===== config.mk =====
export PLATFORM = sky130hd
export DESIGN_NAME = bspm_top
export DESIGN_NICKNAME = d
export VERILOG_FILES = /design/src/common/bspm_pkg.sv /design/src/design/bspm_top.sv
export VERILOG_INCLUDE_DIRS = /design/src /design/src/common
export SDC_FILE = /design/constraint.sdc
export NUM_CORES = 1
export LEC_CHECK = 0
export BUFFER_PORTS_ARGS = -buffer_cell sky130_fd_sc_hd__buf_4
export CAP_MARGIN = 15
export CORE_AREA = 2 2 94 96
export DETAILED_ROUTE_END_ITERATION = 7
export DIE_AREA = 0 0 96 98
export GPL_TIMING_DRIVEN = 0
export PLACE_DENSITY = 0.87
export REMOVE_ABC_BUFFERS = 1
export SLEW_MARGIN = 20
export SYNTH_ARGS = -nofsm -noshare
export SYNTH_HDL_FRONTEND = slang
export SYNTH_SLANG_ARGS = --single-unit

===== constraint.sdc =====
create_clock -name REF_CLK_I -period 2.6 [get_ports REF_CLK_I]
set_input_delay 0.52 -clock REF_CLK_I [delete_from_list [all_inputs] [get_ports REF_CLK_I]]
set_output_delay 0.52 -clock REF_CLK_I [all_outputs]
set_load 0.03 [all_outputs]

===== src/common/bspm_defines.svh =====
// Constants for the boot strap pin function mux.
// Assumes a 50 MHz reference clock; included by bare name.
`ifndef BSPM_DEFINES_SVH
`define BSPM_DEFINES_SVH
// ----------------------------------------
// Clock and timing
// ----------------------------------------
`define BSPM_CLK_MHZ 50
`define BSPM_HIB_ENTRY_US 10
`define BSPM_HIB_ENTRY_CYC ((`BSPM_HIB_ENTRY_US * `BSPM_CLK_MHZ) + 1)
`define BSPM_PULSE_US 10
`define BSPM_PULSE_CYC (`BSPM_PULSE_US * `BSPM_CLK_MHZ)
// ----------------------------------------
// Interrupt pin configuration codes and strap settle count
// ----------------------------------------
`define BSPM_PIN_PUSH_PULL 2'h0
`define BSPM_PIN_OPEN_DRAIN 2'h1
`define BSPM_PIN_OPEN_SOURCE 2'h2
`define BSPM_PIN_INPUT 2'h3
`define BSPM_RELEASE_LEN 8'h03
`endif


===== src/common/bspm_pkg.sv =====
// Types for the boot strap pin function mux.
// Assumes nothing beyond the defines header.
package bspm_pkg;
  // ----------------------------------------
  // Strap capture states, Gray coded
  // ----------------------------------------
  typedef enum logic [1:0] {
    BSPM_WAIT = 2'h0,
    BSPM_SAMPLE = 2'h1,
    BSPM_HELD = 2'h3
  } bspm_strap_t;
endpackage


===== src/design/bspm_top.sv =====
// Boot strap pin function mux: routes multifunction pins by strap and hibernate.
// Assumes pins are resolved outside from the enables; output enables are active low, input enables active high.
`include "bspm_defines.svh"
module bspm_top #(
  parameter int HIB_CYC = `BSPM_HIB_ENTRY_CYC, // Host low time to hibernate
  parameter int PULSE_CYC = `BSPM_PULSE_CYC    // Motion report pulse length
) (
  input wire logic REF_CLK_I,
  input wire logic RST_N_I,
  input wire logic BOOT_STRAP_SELECT_I,
  input wire logic HOST_PORT_STRAP_I,
  input wire logic SPI_THREE_WIRE_I,
  input wire logic [1:0] PIN1_CFG_I,
  input wire logic [1:0] PIN2_CFG_I,
  input wire logic PIN2_TRIGGER_SEL_I,
  input wire logic CFG_LOAD_I,
  input wire logic INTERRUPT_ONE_I,
  input wire logic INTERRUPT_TWO_I,
  input wire logic BOOT_DONE_I,
  input wire logic MOTION_DETECT_I,
  input wire logic HIBERNATE_REQ_I,
  input wire logic WAKE_REQ_I,
  input wire logic PIN1_I,
  input wire logic PIN2_I,
  input wire logic CS_N_I,
  input wire logic TARGET_ADDRESS_LSB_PIN_I,
  input wire logic SPI_MISO_I,
  input wire logic SERIAL_DATA_OUT_I,
  input wire logic SERIAL_DATA_OE_I,
  output logic PIN1_O,
  output logic PIN1_OE_N_O,
  output logic PIN2_O,
  output logic PIN2_OE_N_O,
  output logic MISO_O,
  output logic MISO_OE_N_O,
  output logic SDA_O,
  output logic SDA_OE_N_O,
  output logic SCL_INPUT_EN_O,
  output logic CS_INPUT_EN_O,
  output logic MODE_MOTION_O,
  output logic SPI_MODE_O,
  output logic SPI_THREE_WIRE_O,
  output logic ADDRESS_LSB_O,
  output logic HIBERNATE_O,
  output logic EXTERNAL_MEASURE_TRIGGER_O,
  output logic THRESHOLD_LEVEL_O,
  output logic WAKE_EVENT_O
);
  // ----------------------------------------
  // Pin synchronisers
  // ----------------------------------------
  logic [2:0] sync_boot; // Boot strap sampler
  logic [2:0] sync_port; // Port strap sampler
  logic [2:0] sync_pin1; // Shared motion line sampler
  logic [2:0] sync_pin2; // Trigger input sampler
  logic [2:0] sync_cs; // Chip select sampler
  logic [2:0] sync_sa0; // Address pin sampler
  logic boot_level; // Filtered strap level
  logic port_level; // Filtered port strap level
  logic line_level; // Filtered shared line level
  logic trig_level; // Filtered trigger level
  logic cs_level; // Filtered chip select level
  logic sa0_level; // Filtered address level

  // Three stages; a change counts when stages two and three agree
  always_ff @(posedge REF_CLK_I or negedge RST_N_I) begin
    if (!RST_N_I) begin
      sync_boot <= 3'h0;
      sync_port <= 3'h0;
      sync_pin1 <= 3'h7;
      sync_pin2 <= 3'h0;
      sync_cs <= 3'h7;
      sync_sa0 <= 3'h0;
    end else begin
      sync_boot <= {sync_boot[1:0], BOOT_STRAP_SELECT_I};
      sync_port <= {sync_port[1:0], HOST_PORT_STRAP_I};
      sync_pin1 <= {sync_pin1[1:0], PIN1_I};
      sync_pin2 <= {sync_pin2[1:0], PIN2_I};
      sync_cs <= {sync_cs[1:0], CS_N_I};
      sync_sa0 <= {sync_sa0[1:0], TARGET_ADDRESS_LSB_PIN_I};
    end
  end

  // Filtered levels; stage one is never read here
  always_ff @(posedge REF_CLK_I or negedge RST_N_I) begin
    if (!RST_N_I) begin
      boot_level <= 1'b0;
      port_level <= 1'b0;
      line_level <= 1'b1;
      trig_level <= 1'b0;
      cs_level <= 1'b1;
      sa0_level <= 1'b0;
    end else begin
      if (sync_boot[1] == sync_boot[2]) boot_level <= sync_boot[2];
      if (sync_port[1] == sync_port[2]) port_level <= sync_port[2];
      if (sync_pin1[1] == sync_pin1[2]) line_level <= sync_pin1[2];
      if (sync_pin2[1] == sync_pin2[2]) trig_level <= sync_pin2[2];
      if (sync_cs[1] == sync_cs[2]) cs_level <= sync_cs[2];
      if (sync_sa0[1] == sync_sa0[2]) sa0_level <= sync_sa0[2];
    end
  end

  // ----------------------------------------
  // Strap capture after reset release
  // ----------------------------------------
  bspm_pkg::bspm_strap_t strap_state; // Capture sequencer
  logic [7:0] settle; // Wait for synchronisers to fill
  logic motion_mode; // Latched boot strap
  logic spi_mode; // Latched port strap

  // Strap caught once, after the samplers have settled
  always_ff @(posedge REF_CLK_I or negedge RST_N_I) begin
    if (!RST_N_I) begin
      strap_state <= bspm_pkg::BSPM_WAIT;
      settle <= 8'h00;
      motion_mode <= 1'b0;
      spi_mode <= 1'b0;
    end else begin
      case (strap_state)
        bspm_pkg::BSPM_WAIT: begin
          settle <= settle + 8'h01;
          if (settle == `BSPM_RELEASE_LEN) strap_state <= bspm_pkg::BSPM_SAMPLE;
        end
        bspm_pkg::BSPM_SAMPLE: begin
          motion_mode <= boot_level;
          spi_mode <= port_level;
          strap_state <= bspm_pkg::BSPM_HELD;
        end
        bspm_pkg::BSPM_HELD: strap_state <= bspm_pkg::BSPM_HELD;
        default: strap_state <= bspm_pkg::BSPM_WAIT;
      endcase
    end
  end

  logic strap_ready; // Pins stay released until straps are known
  assign strap_ready = (strap_state == bspm_pkg::BSPM_HELD);

  // ----------------------------------------
  // Hibernate control
  // ----------------------------------------
  logic hibernate; // Device asleep
  logic pulse_active; // Line pulled low by device
  logic [31:0] low_count; // Host low time on shared line
  logic cs_prev; // Last chip select level for wake edge

  // Motion mode: long host low enters sleep, line high leaves it
  always_ff @(posedge REF_CLK_I or negedge RST_N_I) begin
    if (!RST_N_I) begin
      hibernate <= 1'b0;
      low_count <= 32'h0;
      cs_prev <= 1'b1;
    end else begin
      cs_prev <= cs_level;
      if (motion_mode && strap_ready) begin
        // Own pulse is not counted as host low
        if (!line_level && !pulse_active) begin
          if (low_count < 32'(HIB_CYC)) low_count <= low_count + 32'h1;
        end else begin
          low_count <= 32'h0;
        end
        if (low_count == 32'(HIB_CYC)) hibernate <= 1'b1;
        else if (line_level && hibernate) hibernate <= 1'b0;
      end else if (strap_ready) begin
        low_count <= 32'h0;
        if (HIBERNATE_REQ_I) hibernate <= 1'b1;
        else if (hibernate && (WAKE_REQ_I || (cs_prev && !cs_level))) hibernate <= 1'b0;
      end
    end
  end

  // ----------------------------------------
  // Motion report pulse
  // ----------------------------------------
  logic [31:0] pulse_count; // Pulse length counter

  // Fixed-length low pulse; detections during a pulse are merged
  always_ff @(posedge REF_CLK_I or negedge RST_N_I) begin
    if (!RST_N_I) begin
      pulse_active <= 1'b0;
      pulse_count <= 32'h0;
    end else if (pulse_active) begin
      if (pulse_count == 32'(PULSE_CYC - 1)) pulse_active <= 1'b0;
      pulse_count <= pulse_count + 32'h1;
    end else if (MOTION_DETECT_I && motion_mode && strap_ready && !hibernate && line_level) begin
      pulse_active <= 1'b1;
      pulse_count <= 32'h0;
    end
  end

  // ----------------------------------------
  // Interrupt pin configuration
  // ----------------------------------------
  logic [1:0] pin1_cfg; // Pin one driver type
  logic [1:0] pin2_cfg; // Pin two driver type

  // Back to push-pull on reset and while in hibernate
  always_ff @(posedge REF_CLK_I or negedge RST_N_I) begin
    if (!RST_N_I) begin
      pin1_cfg <= `BSPM_PIN_PUSH_PULL;
      pin2_cfg <= `BSPM_PIN_PUSH_PULL;
    end else if (hibernate) begin
      pin1_cfg <= `BSPM_PIN_PUSH_PULL;
      pin2_cfg <= `BSPM_PIN_PUSH_PULL;
    end else if (CFG_LOAD_I) begin
      pin1_cfg <= PIN1_CFG_I;
      pin2_cfg <= PIN2_CFG_I;
    end
  end

  // Drive level and enable for one pin by its driver type
  function automatic logic [1:0] drive(input logic [1:0] cfg, input logic val);
    logic [1:0] r; // {level, enable_n}
    r = {1'b0, 1'b1};
    case (cfg)
      `BSPM_PIN_PUSH_PULL: r = {val, 1'b0};
      `BSPM_PIN_OPEN_DRAIN: r = {1'b0, val};
      `BSPM_PIN_OPEN_SOURCE: r = {1'b1, !val};
      default: r = {1'b0, 1'b1};
    endcase
    return r;
  endfunction

  // ----------------------------------------
  // Pin routing, selected by latched straps and hibernate state
  // ----------------------------------------
  logic [1:0] p1; // Pin one drive
  logic [1:0] p2; // Pin two drive
  logic active; // Straps known and awake

  always_comb begin
    active = strap_ready && !hibernate;
    p1 = {1'b0, 1'b1};
    p2 = {1'b0, 1'b1};
    if (active && !motion_mode) begin
      p1 = drive(pin1_cfg, INTERRUPT_ONE_I);
      if (!PIN2_TRIGGER_SEL_I) p2 = drive(pin2_cfg, INTERRUPT_TWO_I);
    end else if (active) begin
      p1 = {1'b0, !pulse_active};
      p2 = {1'b0, BOOT_DONE_I};
    end
  end

  assign PIN1_O = p1[1];
  assign PIN1_OE_N_O = p1[0];
  assign PIN2_O = p2[1];
  assign PIN2_OE_N_O = p2[0];
  // Serial pins released in hibernate
  assign MISO_O = SPI_MISO_I;
  assign MISO_OE_N_O = !(active && spi_mode && !SPI_THREE_WIRE_I && SERIAL_DATA_OE_I);
  assign SDA_O = spi_mode ? SERIAL_DATA_OUT_I : 1'b0;
  assign SDA_OE_N_O = !(active && SERIAL_DATA_OE_I && (spi_mode ? SPI_THREE_WIRE_I : !SERIAL_DATA_OUT_I));
  assign SCL_INPUT_EN_O = active;
  // Hibernate input buffers follow the strap
  assign CS_INPUT_EN_O = !hibernate || !motion_mode;
  assign MODE_MOTION_O = motion_mode;
  assign SPI_MODE_O = spi_mode;
  assign SPI_THREE_WIRE_O = spi_mode && SPI_THREE_WIRE_I;
  assign ADDRESS_LSB_O = !spi_mode && sa0_level;
  assign HIBERNATE_O = hibernate;
  assign EXTERNAL_MEASURE_TRIGGER_O = active && !motion_mode && PIN2_TRIGGER_SEL_I && trig_level;
  assign THRESHOLD_LEVEL_O = motion_mode && line_level;
  assign WAKE_EVENT_O = hibernate && !motion_mode && cs_prev && !cs_level;
endmodule // bspm_top


[Word level (Yosys, flattened, before mapping)]
Index checks and enable logic that the tools add are counted.
Cells by class
  add/subtract/negate cells: 3
  $mul: 0
  divide/modulo/power cells: 0
  $lt $le $gt $ge: 1
  equality and inequality tests: 18
  shift operators: 0
  muxes and demuxes: 30
  bitwise operators: 0
  reduce and logical (&&, ||, !) cells: 48
Operators with widths (number)
  $mux W32: 6
  $add A32 B1 Y32 const B: 2
  $eq A32 B9 Y1 const B: 2
  $lt A32 B9 Y1 const B: 1
  $logic_and A1 B1 Y1: 24
  $mux W2: 8
  $mux W1: 13
  $logic_not A1 Y1: 12
  $pmux W2 S3: 2
  $add A8 B1 Y8 const B: 1
  $eq A8 B2 Y1 const B: 1
  $eq A1 B1 Y1: 6
  $eq A2 B1 Y1 const B: 3
  $eq A2 B2 Y1 const B: 3
  $logic_not A2 Y1: 3
  $reduce_bool A2 Y1: 3
  $pmux W2 S2: 1
  $ne A3 B1 Y1 const B: 1
  $ne A3 B2 Y1 const B: 1
  $reduce_and A3 Y1: 1
  $reduce_bool A3 Y1: 1
  $logic_or A1 B1 Y1: 2
  $ne A2 B2 Y1 const B: 1
  $reduce_and A2 Y1: 1
  $reduce_or A2 Y1: 1
Word-level totals
  flip-flop bits (word level): 107
  latch bits: 0
  RAM bits: 0
  memory bits (read-only): 0
  input port bits: 24
  output and inout bits: 18
  word-level logic and storage cells: 123
  memories: 0

[Logic depth before layout (Yosys ltp)]
Gate-level depths: netlist of run 1.
  word-level depth: 8
  depth in mapped cells: 7
  depth with buffers taken out: 6

[Least setup slack after synthesis of run 1]
Ideal clock, no wire load.
  path kind: register to output
  start point: register hibernate (netlist: HIBERNATE_O)
  end point: output port PIN2_O
  arrival time: 2.297 ns
  data required time: 2.080 ns
  setup slack: -0.217 ns
  stages on the path, launching flop included: 5
  path buffers: 1
  cell sequence: dfrtp_1 and3b_1 clkbuf_1 nand2b_1 nor4_1
Between the ends
  cells in the longest elaborated chain, start to end: 4
RTL lines
  start: declaration: RTL line bspm_top.sv:141  | logic hibernate;
  start signal: assignment: RTL line bspm_top.sv:149  | hibernate <= 1'b0;
  start signal: assignment: RTL line bspm_top.sv:161  | if (low_count == 32'(HIB_CYC)) hibernate <= 1'b1;
  start signal: assignment: RTL line bspm_top.sv:162  | else if (line_level && hibernate) hibernate <= 1'b0;
  $logic_not A1 Y1: RTL line bspm_top.sv:231  | active = strap_ready && !hibernate;
  $logic_and A1 B1 Y1: RTL line bspm_top.sv:231
  via SCL_INPUT_EN_O: RTL line bspm_top.sv:38  | output logic SCL_INPUT_EN_O,
  $logic_and A1 B1 Y1: RTL line bspm_top.sv:234  | if (active && !motion_mode) begin
  $mux W2: RTL line bspm_top.sv:234
  end: declaration: RTL line bspm_top.sv:32  | output logic PIN2_O,
The timed path passes the listed nets, and every way through them passes these cells.

[Final worst setup path of run 1]
  start point: register hibernate (netlist: HIBERNATE_O)
  end point: output port PIN2_O
Between the ends
  cells in the longest elaborated chain, start to end: 4
RTL lines (RTL line)
  $logic_not A1 Y1: bspm_top.sv:231
  $logic_and A1 B1 Y1: bspm_top.sv:231
  $logic_and A1 B1 Y1: bspm_top.sv:234
  $mux W2: bspm_top.sv:234
No other way between the ends.

==> impl_metrics.json, run 1 <==
{
  "finalClockSkew_ps": 15.5,
  "worst_setup_path_end_kind": "output port",
  "num_vias": 3306,
  "cts_buffers": 9,
  "cp-start-kind": "flip-flop",
  "wl_met2_mm": 4.46,
  "synth_cell_types": 50,
  "die_h_um": 98,
  "dieArea_um2": 9410,
  "ir_drop_uv": 420,
  "finish.utilization": 0.631,
  "yosys.area_share.simple": 0.237,
  "fmax_ghz": 0.420,
  "n_antenna_cell": 0,
  "period_share": 0.916,
  "firstDrtPassIters": 5,
  "setup_viol": 0,
  "cts.sinks": 107,
  "highest_layer": "met4",
  "fin_crit_ps": 2380,
  "powerDensity_nw_per_um2": 677,
  "yosysMostFrequentCell": "dfrtp_1",
  "synth_fa_ha_area_frac": 0.0256,
  "rsz0062_at_grt": "false",
  "synth_area_leader_cell": "dfrtp_1",
  "initial_core_util": 0.566,
  "htree_levels": 3,
  "cts-root-buf": "clkbuf_8",
  "synth-async-reset-ratio": 1.00,
  "crit_buf_inv": 1,
  "path_max_fanout": 9,
  "place.port_buffers": 39,
  "clockBufferDepth": 2,
  "io-pin-count": 42,
  "maxCapViolCount": 0,
  "crit_family": "simple AND/OR/NAND/NOR gates",
  "worst_slew_pin_slew_ps": 924,
  "critPathSlowestCell": "dfrtp_1",
  "post_drt_wl_per_cell_um": 15.5,
  "route.detailed.drc": 0,
  "crit_arrival_ps": 1860,
  "routed_wl_mm": 8.88,
  "ys_top_cells_by_count": "98 x dfrtp_1, 53 x nand2_1, 26 x and2_1",
  "place_congestion": 0.834,
  "synth_mux_area_frac": 0.0572,
  "cpPeakStageDelay_ps": 490,
  "grt_pass1_wl_mm": 15.3,
  "antenna_found_initial": 0,
  "worstPathRequired_ps": 2080,
  "syn_area_per_cell_um2": 11.1,
  "leakagePower_nw": 2.39,
  "synth.top_cell.area_share": 0.512,
  "final_cell_area_um2": 5340,
  "viasPerCell": 5.77,
  "synthCells": 430,
  "synth-edff-count": 0,
  "area_delta_synth_final_pct": 11.4,
  "outcome": "complete, no violations",
  "hold_ws_ps": 241,
  "track_usage": 0.204,
  "synthFlopType": "dfrtp_1",
  "place_area_um2": 5130,
  "die_w_um": 96,
  "hp-class": "in -> reg",
  "slew_violations": 0,
  "ys_warn_count": 0,
  "rows": 34,
  "synth-seq-cells": 107,
  "fin_tns_setup_ps": 0,
  "overflow": 0,
  "m1WireLength_mm": 3.98,
  "ys_seq_area_frac": 0.561,
  "core-area_um2": 8470,
  "cts_hold_buf": 0,
  "max-slew-margin-rel": 0.384,
  "crit_chain": "and3b_1 > nand2b_1 > nor4_1 > buf_4",
  "synth_xor_area_frac": 0.0292,
  "crit_type": "reg -> out",
  "cts_tree": "yes",
  "clk_pin_slew_ps": 110,
  "fin_nets": 489,
  "drtAntennaViolNets": 0,
  "grt_max_degree": 108,
  "insertion_delay_ps": 370,
  "synth_top_family_by_area": "simple AND/OR/NAND/NOR gates",
  "layout-drive-gt1-share": 0.168,
  "first_global_vias": 3294,
  "hold_viol_final": 0,
  "synth-compound-area-share": 0.0608,
  "hpwl_mm": 6.02,
  "wl_met3_um": 259,
  "yosys-top-cells-area": "dfrtp_1 51%, mux2i_1 5.0%, dfstp_2 4.9%, nand2_1 4.2%, and2_1 3.4%",
  "synth_area_um2": 4790,
  "drt_iter0_drc": 164
}
==> report_power, final <==
part	internal [mW]	switching (mW)	leakage, nW
logic	0.229	0.261	0.918
registers	1.85	0.275	1.37
clock network	0.383	0.616	0.103
==> through the flow <==
step | setup slack (ps) | std cells | power [mW]
2_1_floorplan | -77.2 | 410 | 2.42
3_3_place_gp | 208 | 557 | 2.59
3_5_place_dp | 125 | 557 | 2.64
4_1_cts | 78.9 | 573 | 3.64
5_1_grt | 78.4 | 573 | 3.83
6_report | 218 | 573 | 3.61
==> routing by layer <==
metal  vias up  GRT usage
met5         -          0
li1       1593          -
met3        14     0.0394
met4         0     0.0670
met1      1636      0.281
met2        63      0.326
==> area by class of cell <==
class / count / area, µm²
multi-input cells: 291 / 1970
inverters: 12 / 45.0
fillers: 652 / 3130
clock buffers: 9 / 124
clock inverters: 7 / 81.3
repair buffers: 39 / 297
well taps: 108 / 135
flip-flops and latches: 107 / 2690
==> registers in the layout, summed over array words and instances (netlist names), 3 cells and up <==
signal / count
settle: 8
sync_port: 3
low_count: 32
sync_boot: 3
sync_sa0: 3
sync_cs: 3
pulse_count: 32
sync_pin2: 3
sync_pin1: 3
==> worst paths after layout <==
kind,start,to,slack (ps),depth (start not counted)
min in group asynchronous,RST_N_I,pin1_cfg[1],250,1
max reg2reg,pulse_active,pulse_count[31],300,4
min,PIN1_I,sync_pin1[0],240,1
max in group asynchronous,RST_N_I,pulse_count[16],1740,1
min reg2reg,sync_port[0],sync_port[1],360,0
max,HIBERNATE_O,PIN2_O,220,4
==> cell usage in the layout, fill, tap and decap left out, types with 10 or more instances in the layout <==
cell type and n:
and2_1 26, and3_1 10, buf_4 38, dfrtp_1 98, inv_1 12, mux2i_1 24, nand2_1 53, nand3_1 20
nand4_1 11, nor2_1 11, nor4_1 20, o21ai_0 11, xnor2_1 11
==> timing repair <==
action	CTS	global route
endpoints found under the setup margin	0	2
buffers inserted	0	0
resized for setup	0	1
==> logic make-up (layout without fill, tap and decap cells) <==
group | after synthesis | in the layout
simple gates | 195 | 195
xor+xnor | 16 | 16
buf+inv | 32 | 67
mux | 27 | 27
fa+ha+maj | 11 | 11
compound gates | 42 | 42
flops | 107 | 107
No activity file was read; power rests on OpenSTA's default activity.
==> run 2: changes to the inputs <==
--- a/config.mk
+++ b/config.mk
@@ -11,6 +11,7 @@
 export CORE_AREA = 2 2 94 96
 export DETAILED_ROUTE_END_ITERATION = 7
 export DIE_AREA = 0 0 96 98
+export GPL_ROUTABILITY_DRIVEN = 0
 export GPL_TIMING_DRIVEN = 0
 export PLACE_DENSITY = 0.87
 export REMOVE_ABC_BUFFERS = 1
==> constraint.sdc (replaced) <==
create_clock -name REF_CLK_I -period 2.7 [get_ports REF_CLK_I]
set_input_delay 0.54 -clock REF_CLK_I [delete_from_list [all_inputs] [get_ports REF_CLK_I]]
set_output_delay 0.54 -clock REF_CLK_I [all_outputs]
set_load 0.03 [all_outputs]
==> run 2 against run 1 <==
  * Combinational power is 4% lower
  * Clock skew barely moved
  * Power decreased by 3.7%
  * Critical path depth unchanged
  * Via count is 0.67% higher
  * Sequential power fell by 3%
  * Die area unchanged
  * Largest cell class unchanged
  * Highest routed layer unchanged
==> impl_metrics.json, run 2 (synthesis results as in run 1) <==
{
  "cts_buffers": 9,
  "maxCapViolCount": 0,
  "r2r_slack_ps": 160,
  "clk_pin_slew_ps": 110,
  "cts-root-buf": "clkbuf_8",
  "dieArea_um2": 9410,
  "worst_setup_path_end_kind": "flip-flop",
  "n_antenna_cell": 0,
  "fin_crit_ps": 2540,
  "rr_endpoint": "pulse_count[31]",
  "crit_arrival_ps": 2830,
  "timing.rr.start": "pulse_active",
  "initial_core_util": 0.566,
  "routed_wl_mm": 8.83,
  "die_h_um": 98,
  "fin_tns_setup_ps": 0,
  "insertion_delay_ps": 370,
  "drtAntennaViolNets": 0,
  "htree_levels": 3,
  "worstPathRequired_ps": 3000,
  "cpPeakStageDelay_ps": 910,
  "post_drt_wl_per_cell_um": 15.4,
  "slew_violations": 0,
  "cts_resized": 0,
  "firstDrtPassIters": 4,
  "place_area_um2": 5130,
  "ir_drop_uv": 402,
  "critPathSlowestCell": "or4b_1",
  "multiInputGateArea_um2": 1970,
  "cts_hold_buf": 0,
  "first_global_vias": 3294,
  "reg2regPathDepth": 4,
  "rows": 34,
  "drt_iter0_drc": 165,
  "period_share": 0.939,
  "final_cell_area_um2": 5340,
  "clockBufferDepth": 2,
  "rsz0062_at_grt": "false",
  "hpwl_mm": 6.02,
  "dp_cells": 557,
  "io-pin-count": 42,
  "num_vias": 3328,
  "area_delta_synth_final_pct": 11.3,
  "powerDensity_nw_per_um2": 652,
  "crit_family": "simple AND/OR/NAND/NOR gates",
  "fmax_ghz": 0.394,
  "route.detailed.drc": 0,
  "crit_buf_inv": 1,
  "crit_chain": "inv_1 > or4b_1 > nor4_4 > mux2i_1",
  "hp-class": "in -> async",
  "final_cell_mix": "98 x dfrtp_1, 53 x nand2_1, 38 x buf_4, 26 x and2_1, 24 x mux2i_1",
  "leakagePower_nw": 2.39,
  "layout_commonest_cell": "dfrtp_1",
  "totalPowerFinal_mw": 3.48,
  "core-area_um2": 8470,
  "instances_no_fill": 573,
  "cts_tree": "yes",
  "reg.largest.list": "low_count: 32 flops, pulse_count: 32 flops, settle: 8 flops",
  "max-slew-margin-rel": 0.394,
  "seqCellArea_um2": 2690,
  "place.port_buffers": 39,
  "cp-start-kind": "flip-flop",
  "worst_slew_pin_slew_ps": 909,
  "crit_type": "reg -> reg",
  "layout-drive-gt1-share": 0.166,
  "hold_viol_final": 0,
  "fillers": 651,
  "cts_setup_buffers": 0,
  "setup_viol": 0,
  "viasPerCell": 5.81,
  "grt_pass1_wl_mm": 15.3,
  "fin_nets": 489,
  "cts.sinks": 107,
  "grt_max_degree": 108,
  "path_max_fanout": 15,
  "overflow": 0,
  "track_usage": 0.204,
  "die_w_um": 96,
  "outcome": "complete, no violations",
  "finalClockSkew_ps": 15.3,
  "antenna_found_initial": 0
}
[run 2: cell count changes in the layout (fill, tap and decap cells not counted)]
| cell | delta |
|---|---|
| or4b_1 | +1 |
| or4b_4 | -1 |
[run 2: through the flow]
stage,utilization,worst slack (ps),hold slack [ps]
6_report,0.630,164,266
5_1_grt,0.630,2.97,233
4_1_cts,0.630,179,246
3_5_place_dp,0.606,225,335
3_3_place_gp,0.606,308,336
2_1_floorplan,-,2.76,244
[run 2: final cells by class]
type	instances	area share
clock buffers	9	0.0232
clock inverters	7	0.0152
inverters	12	0.00844
multi-input cells	291	0.368
flip-flops and latches	107	0.504
well taps	108	0.0253
repair buffers	39	0.0556
[run 2: how the worst max path moves through the flow]
stage / startpoint / to / slack (ps) / cells after the start
2_1_floorplan: HIBERNATE_O / PIN2_O / 3 / 3
3_3_place_gp: pulse_active / pulse_count[31] / 310 / 4
3_5_place_dp: pulse_active / pulse_count[31] / 230 / 4
4_1_cts: pulse_active / pulse_count[31] / 180 / 4
5_1_grt: pulse_active / pulse_count[21] / 3 / 4
6_report: pulse_active / pulse_count[31] / 160 / 4
[run 2: worst register-to-register path, stage by stage (launching register included)]
cell,delay (ps)
dfrtp_1,620
inv_1,290
or4b_1,910
nor4_4,410
mux2i_1,230
[run 2: per-layer routing]
| layer | global-route usage | vias to the layer above | share of wire |
|---|---|---|---|
| met1 | 0.281 | 1664 | 0.44 |
| met5 | 0 | - | 0 |
| met2 | 0.326 | 57 | 0.52 |
| li1 | - | 1595 | - |
| met4 | 0.0670 | 0 | 0.016 |
| met3 | 0.0394 | 12 | 0.025 |
[run 2: power breakdown]
group,internal [mW],switching [mW]
Sequential,1.78,0.264
Combinational,0.220,0.251
Clock,0.369,0.592
